[config.mk]
export PLATFORM = sky130hd
export DESIGN_NAME = clock_power_trim_control_flat
export DESIGN_NICKNAME = d
export VERILOG_FILES = /design/src/hdl/clock_power_trim_pkg.sv /design/src/hdl/clock_power_trim_if.sv /design/src/hdl/osc_tick_counter.sv /design/src/hdl/clock_power_trim_control.sv /design/src/flat_wrapper.sv
export SDC_FILE = /design/constraint.sdc
export NUM_CORES = 1
export LEC_CHECK = 0
export CAP_MARGIN = 20
export CORE_UTILIZATION = 65
export DETAILED_ROUTE_END_ITERATION = 10
export DONT_BUFFER_PORTS = 1
export PLACE_DENSITY_LB_ADDON = 0.05
export REMOVE_ABC_BUFFERS = 1
export SLEW_MARGIN = 20
export SYNTH_ARGS = -nofsm -noshare
export SYNTH_HDL_FRONTEND = slang
export SYNTH_HIERARCHICAL = 1
export SYNTH_SLANG_ARGS = --single-unit
[constraint.sdc]
create_clock -name clk_sys -period 8.7 [get_ports clk_sys]
set_input_delay 1.305 -clock clk_sys [delete_from_list [all_inputs] [get_ports clk_sys]]
set_output_delay 1.305 -clock clk_sys [all_outputs]
set_load 0.01 [all_outputs]
[src/hdl/clock_power_trim_pkg.sv]
// Holds the register map, field positions, key values and reset values
// shared by both ends of the clock, power and trim control link.
// Assumes a single core clock and 32-bit word-aligned register access.
package clock_power_trim_pkg;

  // --------------------
  // Register byte addresses
  // --------------------
  localparam logic [31:0] ADDR_POWER_KEY_PRE       = 32'hffff0404;
  localparam logic [31:0] ADDR_POWER_CONTROL       = 32'hffff0408;
  localparam logic [31:0] ADDR_POWER_KEY_POST      = 32'hffff040c;
  localparam logic [31:0] ADDR_PRECISION_OSC_COUNT = 32'hffff0448;
  localparam logic [31:0] ADDR_LOWPOWER_OSC_COUNT  = 32'hffff044c;
  localparam logic [31:0] ADDR_CLOCK_SOURCE_SELECT = 32'hffff0464;
  localparam logic [31:0] ADDR_CALIBRATION_CONTROL = 32'hffff0480;
  localparam logic [31:0] ADDR_CALIBRATION_STATUS  = 32'hffff0484;
  localparam logic [31:0] ADDR_BAUD_LOWER_LIMIT    = 32'hffff0488;
  localparam logic [31:0] ADDR_BAUD_UPPER_LIMIT    = 32'hffff048c;
  localparam logic [31:0] ADDR_TRIM_READBACK0      = 32'hffff0490;
  localparam logic [31:0] ADDR_TRIM_READBACK1      = 32'hffff0494;
  localparam logic [31:0] ADDR_USER_TRIM0          = 32'hffff0498;
  localparam logic [31:0] ADDR_USER_TRIM1          = 32'hffff049c;

  // --------------------
  // Key values, fields and reset values
  // --------------------
  localparam logic [31:0] KEY_PRE             = 32'h00000001;
  localparam logic [31:0] KEY_POST            = 32'h000000f4;
  localparam logic [11:0] POWER_CONTROL_RESET = 12'h079;
  localparam logic [11:0] POWER_PLL_KEEP      = 12'h001;
  localparam int          CLKSEL_BIT          = 0;
  localparam logic        CLKSEL_RESET        = 1'b0;
  localparam int          CAL_ENABLE_BIT      = 0;
  localparam int          CAL_STEP_LSB        = 1;
  localparam logic [2:0]  CAL_CONTROL_RESET   = 3'h0;
  localparam int          STATUS_ALTERED_BIT  = 0;
  localparam int          STATUS_IN_RANGE_BIT = 2;
  localparam logic [7:0]  TRIM_RESET          = 8'h80;
  localparam logic [15:0] BAUD_LIMIT_RESET    = 16'h0000;
  localparam int          PRECISION_COUNT_W   = 9;
  localparam int          LOWPOWER_COUNT_W    = 10;
  localparam int          LOWPOWER_READ_W     = 11;

  // Host command set.
  typedef enum logic [2:0] {OP_WRITE, OP_READ, OP_POWER, OP_CLKSEL, OP_TRIM_SAVE} host_op_t;

endpackage

[src/hdl/clock_power_trim_if.sv]
// Carries register accesses and the measured baud value between the host
// end and the clock, power and trim controller.
// Assumes both ends run on clk_sys and share the synchronous reset srst.
`timescale 1ns/1ps
interface clock_power_trim_if (
  input wire logic clk_sys,
  input wire logic srst
);
  logic        wr_en;
  logic        rd_en;
  logic [31:0] addr;
  logic [31:0] wdata;
  logic [31:0] rdata;
  logic        rvalid;
  logic [15:0] measured_baud_value;
  logic        baud_valid;

  modport device (input clk_sys, srst, wr_en, rd_en, addr, wdata, measured_baud_value, baud_valid,
                  output rdata, rvalid);
  modport host (input clk_sys, srst, rdata, rvalid,
                output wr_en, rd_en, addr, wdata, measured_baud_value, baud_valid);
endinterface

[src/hdl/osc_tick_counter.sv]
// Free-running counter advanced by rising edges of an oscillator pin.
// Assumes the oscillator is far slower than clk_sys, so no edge is missed.
`timescale 1ns/1ps
module osc_tick_counter #(
  parameter int WIDTH = 9
) (
  input  wire logic             clk_sys,
  input  wire logic             srst,
  input  wire logic             osc_in,
  output logic      [WIDTH-1:0] count
);
  logic sync_a;
  logic sync_b;
  logic prev;

  // Two-stage synchroniser; only the second stage feeds the edge detector.
  always_ff @(posedge clk_sys) begin
    sync_a <= osc_in;
    sync_b <= sync_a;
    prev   <= sync_b;
  end

  // Count every rising edge and wrap at the top.
  always_ff @(posedge clk_sys) begin
    if (srst) begin
      count <= '0;
    end else if (sync_b && !prev) begin
      count <= count + 1'b1;
    end
  end
endmodule // osc_tick_counter

[src/hdl/clock_power_trim_control.sv]
// Clock source select, keyed power control, oscillator counters and the
// baud-driven oscillator trim calibrator, as one register-mapped device.
// Assumes single-cycle register writes and reads on clk_sys from the host.
//
// What this block and its host software do
// - Select bit zero picks the PLL reference.
// - Software writes reserved select bits as zero.
// - Software idles one cycle after a source switch.
// - Pre-key must precede a power control write.
// - Post-key must follow a power control write.
// - Power control: 12 bits, reset 079, mode.
// - Nine-bit counter runs on precision oscillator.
// - Ten-bit low power counter, read eleven bits.
// - Keep PLL powered during ADC normal operation.
// - Trim derived from fixed-rate baud measurement.
// - Out-of-limit baud steps selected oscillator trim.
// - Two read-only registers show applied trims.
// - Calibration never alters the user trim registers.
// - Software copies trims to user before disabling.
// - Status flags trim altered by calibrator.
// - Control bits two-one give steps one-four.
// - Control bit zero enables automatic trim.
`timescale 1ns/1ps
module clock_power_trim_control #(
  parameter int TRIM_W = 8,
  parameter int BAUD_W = 16
) (
  clock_power_trim_if.device        bus,
  input  wire logic                 precision_osc_in,
  input  wire logic                 lowpower_osc_in,
  output logic                      pll_ref_select,
  output logic [11:0]               power_mode,
  output logic [TRIM_W-1:0]         trim_lowpower,
  output logic [TRIM_W-1:0]         trim_precision
);
  // --------------------
  // Storage
  // --------------------
  typedef enum {KEY_IDLE, KEY_ARMED, KEY_HELD} key_state_t;

  key_state_t              key_state;
  logic [11:0]             power_control;
  logic [11:0]             power_pending;
  logic                    clock_source_select;
  logic [2:0]              calibration_control;
  logic [BAUD_W-1:0]       baud_lower_limit;
  logic [BAUD_W-1:0]       baud_upper_limit;
  logic [TRIM_W-1:0]       user_trim [2];
  logic [TRIM_W-1:0]       trim_value_readback [2];
  logic                    status_altered;
  logic                    status_in_range;
  logic [clock_power_trim_pkg::PRECISION_COUNT_W-1:0] precision_osc_count;
  logic [clock_power_trim_pkg::LOWPOWER_COUNT_W-1:0]  lowpower_osc_count;

  logic       cal_enable;
  logic [2:0] step_size;
  logic       baud_low;
  logic       baud_high;
  logic       cal_adjust;
  logic [1:0] adjust_hit;

  localparam logic [31:0] ADDR_USER_TRIM [2] = '{clock_power_trim_pkg::ADDR_USER_TRIM0,
                                                 clock_power_trim_pkg::ADDR_USER_TRIM1};

  // --------------------
  // Oscillator counters
  // --------------------
  osc_tick_counter #(.WIDTH(clock_power_trim_pkg::PRECISION_COUNT_W)) u_precision_count (
    .clk_sys (bus.clk_sys),
    .srst    (bus.srst),
    .osc_in  (precision_osc_in),
    .count   (precision_osc_count)
  );

  osc_tick_counter #(.WIDTH(clock_power_trim_pkg::LOWPOWER_COUNT_W)) u_lowpower_count (
    .clk_sys (bus.clk_sys),
    .srst    (bus.srst),
    .osc_in  (lowpower_osc_in),
    .count   (lowpower_osc_count)
  );

  // --------------------
  // Keyed power control
  // --------------------
  // The key sequencer watches every write; any stray write in the middle of a
  // sequence drops it, so a half-finished sequence can never commit later.
  always_ff @(posedge bus.clk_sys) begin
    if (bus.srst) begin
      key_state     <= KEY_IDLE;
      power_pending <= clock_power_trim_pkg::POWER_CONTROL_RESET;
    end else if (bus.wr_en) begin
      case (key_state)
        KEY_IDLE: begin
          if (bus.addr == clock_power_trim_pkg::ADDR_POWER_KEY_PRE &&
              bus.wdata == clock_power_trim_pkg::KEY_PRE) begin
            key_state <= KEY_ARMED;
          end
        end
        KEY_ARMED: begin
          if (bus.addr == clock_power_trim_pkg::ADDR_POWER_CONTROL) begin
            power_pending <= bus.wdata[11:0];
            key_state     <= KEY_HELD;
          end else if (bus.addr == clock_power_trim_pkg::ADDR_POWER_KEY_PRE &&
                       bus.wdata == clock_power_trim_pkg::KEY_PRE) begin
            key_state <= KEY_ARMED;
          end else begin
            key_state <= KEY_IDLE;
          end
        end
        KEY_HELD: begin
          key_state <= KEY_IDLE;
        end
        default: begin
          key_state <= KEY_IDLE;
        end
      endcase
    end
  end

  // The held value only lands when the very next write is the post-key.
  always_ff @(posedge bus.clk_sys) begin
    if (bus.srst) begin
      power_control <= clock_power_trim_pkg::POWER_CONTROL_RESET;
    end else if (bus.wr_en && key_state == KEY_HELD &&
                 bus.addr == clock_power_trim_pkg::ADDR_POWER_KEY_POST &&
                 bus.wdata == clock_power_trim_pkg::KEY_POST) begin
      power_control <= power_pending;
    end
  end

  // --------------------
  // Clock source and calibration settings
  // --------------------
  // Reserved select bits are not stored, so they read back as zero.
  always_ff @(posedge bus.clk_sys) begin
    if (bus.srst) begin
      clock_source_select <= clock_power_trim_pkg::CLKSEL_RESET;
      calibration_control <= clock_power_trim_pkg::CAL_CONTROL_RESET;
      baud_lower_limit    <= clock_power_trim_pkg::BAUD_LIMIT_RESET;
      baud_upper_limit    <= clock_power_trim_pkg::BAUD_LIMIT_RESET;
    end else if (bus.wr_en) begin
      case (bus.addr)
        clock_power_trim_pkg::ADDR_CLOCK_SOURCE_SELECT:
          clock_source_select <= bus.wdata[clock_power_trim_pkg::CLKSEL_BIT];
        clock_power_trim_pkg::ADDR_CALIBRATION_CONTROL:
          calibration_control <= bus.wdata[2:0];
        clock_power_trim_pkg::ADDR_BAUD_LOWER_LIMIT:
          baud_lower_limit <= bus.wdata[BAUD_W-1:0];
        clock_power_trim_pkg::ADDR_BAUD_UPPER_LIMIT:
          baud_upper_limit <= bus.wdata[BAUD_W-1:0];
        default: begin
        end
      endcase
    end
  end

  // --------------------
  // Calibrator
  // --------------------
  // A short baud count means the local oscillator runs slow, so trim goes up.
  assign cal_enable = calibration_control[clock_power_trim_pkg::CAL_ENABLE_BIT];
  assign step_size  = {1'b0, calibration_control[clock_power_trim_pkg::CAL_STEP_LSB +: 2]} + 3'd1;
  assign baud_low   = bus.measured_baud_value < baud_lower_limit;
  assign baud_high  = bus.measured_baud_value > baud_upper_limit;
  assign cal_adjust = cal_enable && bus.baud_valid && (baud_low || baud_high);

  // Index 0 is the low power oscillator and index 1 the precision one,
  // matching the clock source select encoding.
  for (genvar i = 0; i < 2; i++) begin : g_trim
    logic [TRIM_W:0] sum_up;
    logic [TRIM_W:0] sum_dn;

    assign sum_up        = {1'b0, trim_value_readback[i]} + {{(TRIM_W-2){1'b0}}, step_size};
    assign sum_dn        = {1'b0, trim_value_readback[i]} - {{(TRIM_W-2){1'b0}}, step_size};
    assign adjust_hit[i] = cal_adjust && (clock_source_select == 1'(i));

    // The user copy only ever changes on a software write.
    always_ff @(posedge bus.clk_sys) begin
      if (bus.srst) begin
        user_trim[i] <= clock_power_trim_pkg::TRIM_RESET;
      end else if (bus.wr_en && bus.addr == ADDR_USER_TRIM[i]) begin
        user_trim[i] <= bus.wdata[TRIM_W-1:0];
      end
    end

    // Applied trim follows the user copy while idle and saturates at the ends.
    always_ff @(posedge bus.clk_sys) begin
      if (bus.srst) begin
        trim_value_readback[i] <= clock_power_trim_pkg::TRIM_RESET;
      end else if (!cal_enable) begin
        trim_value_readback[i] <= user_trim[i];
      end else if (adjust_hit[i] && baud_low) begin
        trim_value_readback[i] <= sum_up[TRIM_W] ? '1 : sum_up[TRIM_W-1:0];
      end else if (adjust_hit[i]) begin
        trim_value_readback[i] <= sum_dn[TRIM_W] ? '0 : sum_dn[TRIM_W-1:0];
      end
    end
  end

  // Altered flag is sticky; a new adjustment beats a clear in the same cycle.
  always_ff @(posedge bus.clk_sys) begin
    if (bus.srst) begin
      status_altered  <= 1'b0;
      status_in_range <= 1'b0;
    end else begin
      if (|adjust_hit) begin
        status_altered <= 1'b1;
      end else if (bus.wr_en && bus.addr == clock_power_trim_pkg::ADDR_CALIBRATION_STATUS &&
                   bus.wdata[clock_power_trim_pkg::STATUS_ALTERED_BIT]) begin
        status_altered <= 1'b0;
      end
      if (cal_enable && bus.baud_valid) begin
        status_in_range <= !(baud_low || baud_high);
      end
    end
  end

  // --------------------
  // Read port
  // --------------------
  // Reads answer one cycle later; unmapped and write-only addresses give zero.
  always_ff @(posedge bus.clk_sys) begin
    if (bus.srst) begin
      bus.rdata  <= 32'h00000000;
      bus.rvalid <= 1'b0;
    end else begin
      bus.rvalid <= bus.rd_en;
      bus.rdata  <= 32'h00000000;
      if (bus.rd_en) begin
        case (bus.addr)
          clock_power_trim_pkg::ADDR_POWER_CONTROL:       bus.rdata <= {20'h00000, power_control};
          clock_power_trim_pkg::ADDR_PRECISION_OSC_COUNT: bus.rdata <= {23'h000000, precision_osc_count};
          clock_power_trim_pkg::ADDR_LOWPOWER_OSC_COUNT:  bus.rdata <= {21'h000000, 1'b0, lowpower_osc_count};
          clock_power_trim_pkg::ADDR_CLOCK_SOURCE_SELECT: bus.rdata <= {31'h00000000, clock_source_select};
          clock_power_trim_pkg::ADDR_CALIBRATION_CONTROL: bus.rdata <= {29'h00000000, calibration_control};
          clock_power_trim_pkg::ADDR_CALIBRATION_STATUS:
            bus.rdata <= {29'h00000000, status_in_range, 1'b0, status_altered};
          clock_power_trim_pkg::ADDR_BAUD_LOWER_LIMIT:    bus.rdata <= 32'(baud_lower_limit);
          clock_power_trim_pkg::ADDR_BAUD_UPPER_LIMIT:    bus.rdata <= 32'(baud_upper_limit);
          clock_power_trim_pkg::ADDR_TRIM_READBACK0:      bus.rdata <= 32'(trim_value_readback[0]);
          clock_power_trim_pkg::ADDR_TRIM_READBACK1:      bus.rdata <= 32'(trim_value_readback[1]);
          clock_power_trim_pkg::ADDR_USER_TRIM0:          bus.rdata <= 32'(user_trim[0]);
          clock_power_trim_pkg::ADDR_USER_TRIM1:          bus.rdata <= 32'(user_trim[1]);
          default:                                        bus.rdata <= 32'h00000000;
        endcase
      end
    end
  end

  // Outputs come straight from the holding flops.
  assign pll_ref_select = clock_source_select;
  assign power_mode     = power_control;
  assign trim_lowpower  = trim_value_readback[0];
  assign trim_precision = trim_value_readback[1];
endmodule // clock_power_trim_control

[src/flat_wrapper.sv]
// flat-port wrapper written by rule: the top's interface ports become plain ports
module clock_power_trim_control_flat 
#(
  parameter int TRIM_W = 8,
  parameter int BAUD_W = 16
)
  (precision_osc_in, lowpower_osc_in, pll_ref_select, power_mode, trim_lowpower, trim_precision, clk_sys, srst, bus_wr_en, bus_rd_en, bus_addr, bus_wdata, bus_measured_baud_value, bus_baud_valid, bus_rdata, bus_rvalid);
  clock_power_trim_if bus_i (.clk_sys(clk_sys), .srst(srst));
  input  wire logic precision_osc_in;
  input  wire logic lowpower_osc_in;
  output logic pll_ref_select;
  output logic [11:0] power_mode;
  output logic [TRIM_W-1:0] trim_lowpower;
  output logic [TRIM_W-1:0] trim_precision;
  input wire logic clk_sys;
  input wire logic srst;
  input wire logic [$bits(bus_i.wr_en)-1:0] bus_wr_en;
  input wire logic [$bits(bus_i.rd_en)-1:0] bus_rd_en;
  input wire logic [$bits(bus_i.addr)-1:0] bus_addr;
  input wire logic [$bits(bus_i.wdata)-1:0] bus_wdata;
  input wire logic [$bits(bus_i.measured_baud_value)-1:0] bus_measured_baud_value;
  input wire logic [$bits(bus_i.baud_valid)-1:0] bus_baud_valid;
  output wire logic [$bits(bus_i.rdata)-1:0] bus_rdata;
  output wire logic [$bits(bus_i.rvalid)-1:0] bus_rvalid;
  assign bus_i.wr_en = bus_wr_en;
  assign bus_i.rd_en = bus_rd_en;
  assign bus_i.addr = bus_addr;
  assign bus_i.wdata = bus_wdata;
  assign bus_i.measured_baud_value = bus_measured_baud_value;
  assign bus_i.baud_valid = bus_baud_valid;
  assign bus_rdata = bus_i.rdata;
  assign bus_rvalid = bus_i.rvalid;
  clock_power_trim_control #(.TRIM_W(TRIM_W), .BAUD_W(BAUD_W)) u_core (.bus(bus_i), .precision_osc_in(precision_osc_in), .lowpower_osc_in(lowpower_osc_in), .pll_ref_select(pll_ref_select), .power_mode(power_mode), .trim_lowpower(trim_lowpower), .trim_precision(trim_precision));
endmodule
==> metrics.txt <==
Hold Crit Endpoint u_core/u_precision_count/sync_b; vias in the first global route 6672; Post-DRT Antenna Nets 0; number of hold buffers added after cts 0; Synth cell types 82; DR pass1 iterations 5; worst reg2reg endpoint u_core/trim_value_readback[0][3]; synthesized area 0.00802 mm2; Area growth syn-to-layout 6.94%; first-pass GRT wire length 35000 um; Tcrit/Tclk final 51.3%; synth warn 6; num rows 40; Vias 7040; fillcell total 923; R2R depth 8; clk buf depth 2; Worst slew margin 31.5%; worst skew pair latency 420 ps; fin util 71.4%; Num CTS Buffers 17; Worst-Margin Slew 1020 ps; peak supply drop 0.124 mV; remaining global-route overflow 0; pwr/cell area 176 mW/mm2; Final min period 4470 ps; Final Power 1510 uW; WP data required 9060 ps; detailed-route vias per instance 6.75; I/O Buffers 0; number of synthesized flops with an enable pin 32; RSZ-0062 raised after global routing no; Die Y 113 um; TritonCTS clock tree done; I/O pin cnt 149; gr usage total 35.9%; Initial DRC Count 714; crit path capture type register; fmax 0.224 GHz; Critical Path AT 4830 ps; r2r setup slk 5190 ps; Mapped Avg Cell Area 8.84 um2; final setup fails 0; DRC violations left 0; placer congestion estimate 0.940; setup_tns 0 ps; RR Startpoint u_core/baud_upper_limit[11]; HP Start u_core/u_precision_count/sync_a; Final nets 1019; Final Max Tran Viols 0; hold-critical path depth 0; post-synthesis sequential area ratio 38.5%; layout cells sized above 1 8.49%; Final Hold Fails 0; routed wire length 22700 um; Clock Sinks 138; largest net degree at the start of global routing 97; post-DR wirelength/cell 21.8 um; H-tree depth 4; post-DP HPWL 16700 um; max_cap viols 0; worst hold path class register to register; clk_skew 7.98 ps; Root Driver clkbuf_16; Gate Count Post-Synth 907; initial core utilization 66.8%; Worst-path clk slew 60 ps; crit-path max FO 16; Die Wd 113 um; run status complete, no violations; asr flop ratio synth 0%; setup repair bufs after CTS 0; startpoint type of the worst setup path input pin; initial antenna violation count 1; PostCTS Resize Cnt 0; Synth Flop Type dfxtp_1; final hold slack 327 ps; flop and latch count out of synthesis 138; Core Box Area 0.0120 mm2; Leakage 0.00300 uW; Die ar. 0.0128 mm2; Crit Path Class input pin to register
==> cell type report <==
type	count	area, um2	share of cell area, %
Multi-Input combinational cell	669	4460	52.0
Inverter	54	203	2.36
Clock buffer	23	531	6.19
Antenna cell	1	2.50	0.0292
Clock inverter	9	96.3	1.12
Timing Repair Buffer	2	15.0	0.175
Sequential cell	138	3080	36.0
Tap cell	147	184	2.15
==> flip-flops by register name, summed over array words and instances (netlist names), 3 cells and up <==
name,count
u_core/baud_lower_limit,16
u_core/baud_upper_limit,16
u_core/bus.rdata,16
u_core/trim_value_readback,16
u_core/user_trim,16
u_core/power_mode,12
u_core/power_pending,12
u_core/u_lowpower_count/count,10
u_core/u_precision_count/count,9
u_core/calibration_control,3
==> metal layers <==
layer  vias up  share of wire [%]  global-route usage (%)
met4         0                4.2                    18.1
met2       393                 48                    60.3
li1       3178                  -                       -
met5         -                  0                       0
met1      3392                 39                    43.4
met3        77                8.8                    8.19
==> report_power, final <==
group          internal (uW)  switching, uW  total, uW  leakage (uW)
clock network            463            285        748      0.000308
logic                   33.6           41.6       75.2       0.00150
registers                666           18.9        685       0.00119
==> per-stage QoR <==
| step | cell area (um2) | instances | setup slack [ps] |
|---|---|---|---|
| floorplan | 7750 | 861 | 4310 |
| global placement | 7950 | 1010 | 3970 |
| detailed placement | 7950 | 1010 | 3850 |
| CTS | 8570 | 1042 | 4280 |
| global route | 8570 | 1042 | 4100 |
| finish | 8570 | 1043 | 4230 |
==> worst max path at each step <==
stage,startpoint,end,slack [ps],cells after the start
5_1_grt,bus_addr[9],u_core/bus.rdata[2],4100,6
2_1_floorplan,bus_addr[9],u_core/bus.rdata[2],4310,6
3_3_place_gp,bus_addr[9],u_core/bus.rdata[2],3970,6
4_1_cts,bus_addr[9],u_core/bus.rdata[2],4280,6
6_report,bus_addr[9],u_core/bus.rdata[2],4230,6
3_5_place_dp,bus_addr[9],u_core/bus.rdata[2],3850,6
==> cells by family after synthesis <==
kind of cell             count (synthesis)  share of synthesized area (%)
multiplexers                            27                           3.48
AO/OA/AOI/OAI                          206                           17.1
buffers and inverters                  115                           6.62
flip-flops                             138                           38.5
adder cells (fa/ha/maj)                 50                           8.18
AND/OR/NAND/NOR                        351                           24.0
XOR/XNOR                                19                           2.08
other                                    1                         0.0468
==> cells in the final DEF, fill, tap and decap left out, drive strengths merged, types with 17 or more instances in the layout <==
| master | instances |
|---|---|
| a22oi | 20 |
| nor2 | 51 |
| edfxtp | 32 |
| clkbuf | 23 |
| inv | 59 |
| nand2 | 134 |
| mux2i | 20 |
| nand3 | 21 |
| dfxtp | 106 |
| a21oi | 86 |
| xnor2 | 17 |
| and2 | 18 |
| nor4 | 21 |
| ha | 46 |
| o21ai | 22 |
==> synth_stat cells (14+ instances only) <==
cell type,number,area [um2]
nand2_1,133,499
dfxtp_1,106,2120
a21oi_1,80,400
inv_1,54,203
nor2_1,47,176
ha_1,46,576
edfxtp_1,32,961
clkbuf_1,28,105
o21ai_0,21,105
a22oi_1,20,150
mux2i_1,20,200
nand3_1,19,95.1
and2_1,18,113
buf_4,18,135
xnor2_1,17,149
nor3_1,14,70.1
nor4_1,14,87.6
==> worst max-delay path, stage by stage <==
cell	delay, ps
or4b_1	500
or4_1	880
nor4b_4	750
nand3_2	280
a311o_1	730
o21ba_2	360
No activity file was read; power rests on OpenSTA's default activity.
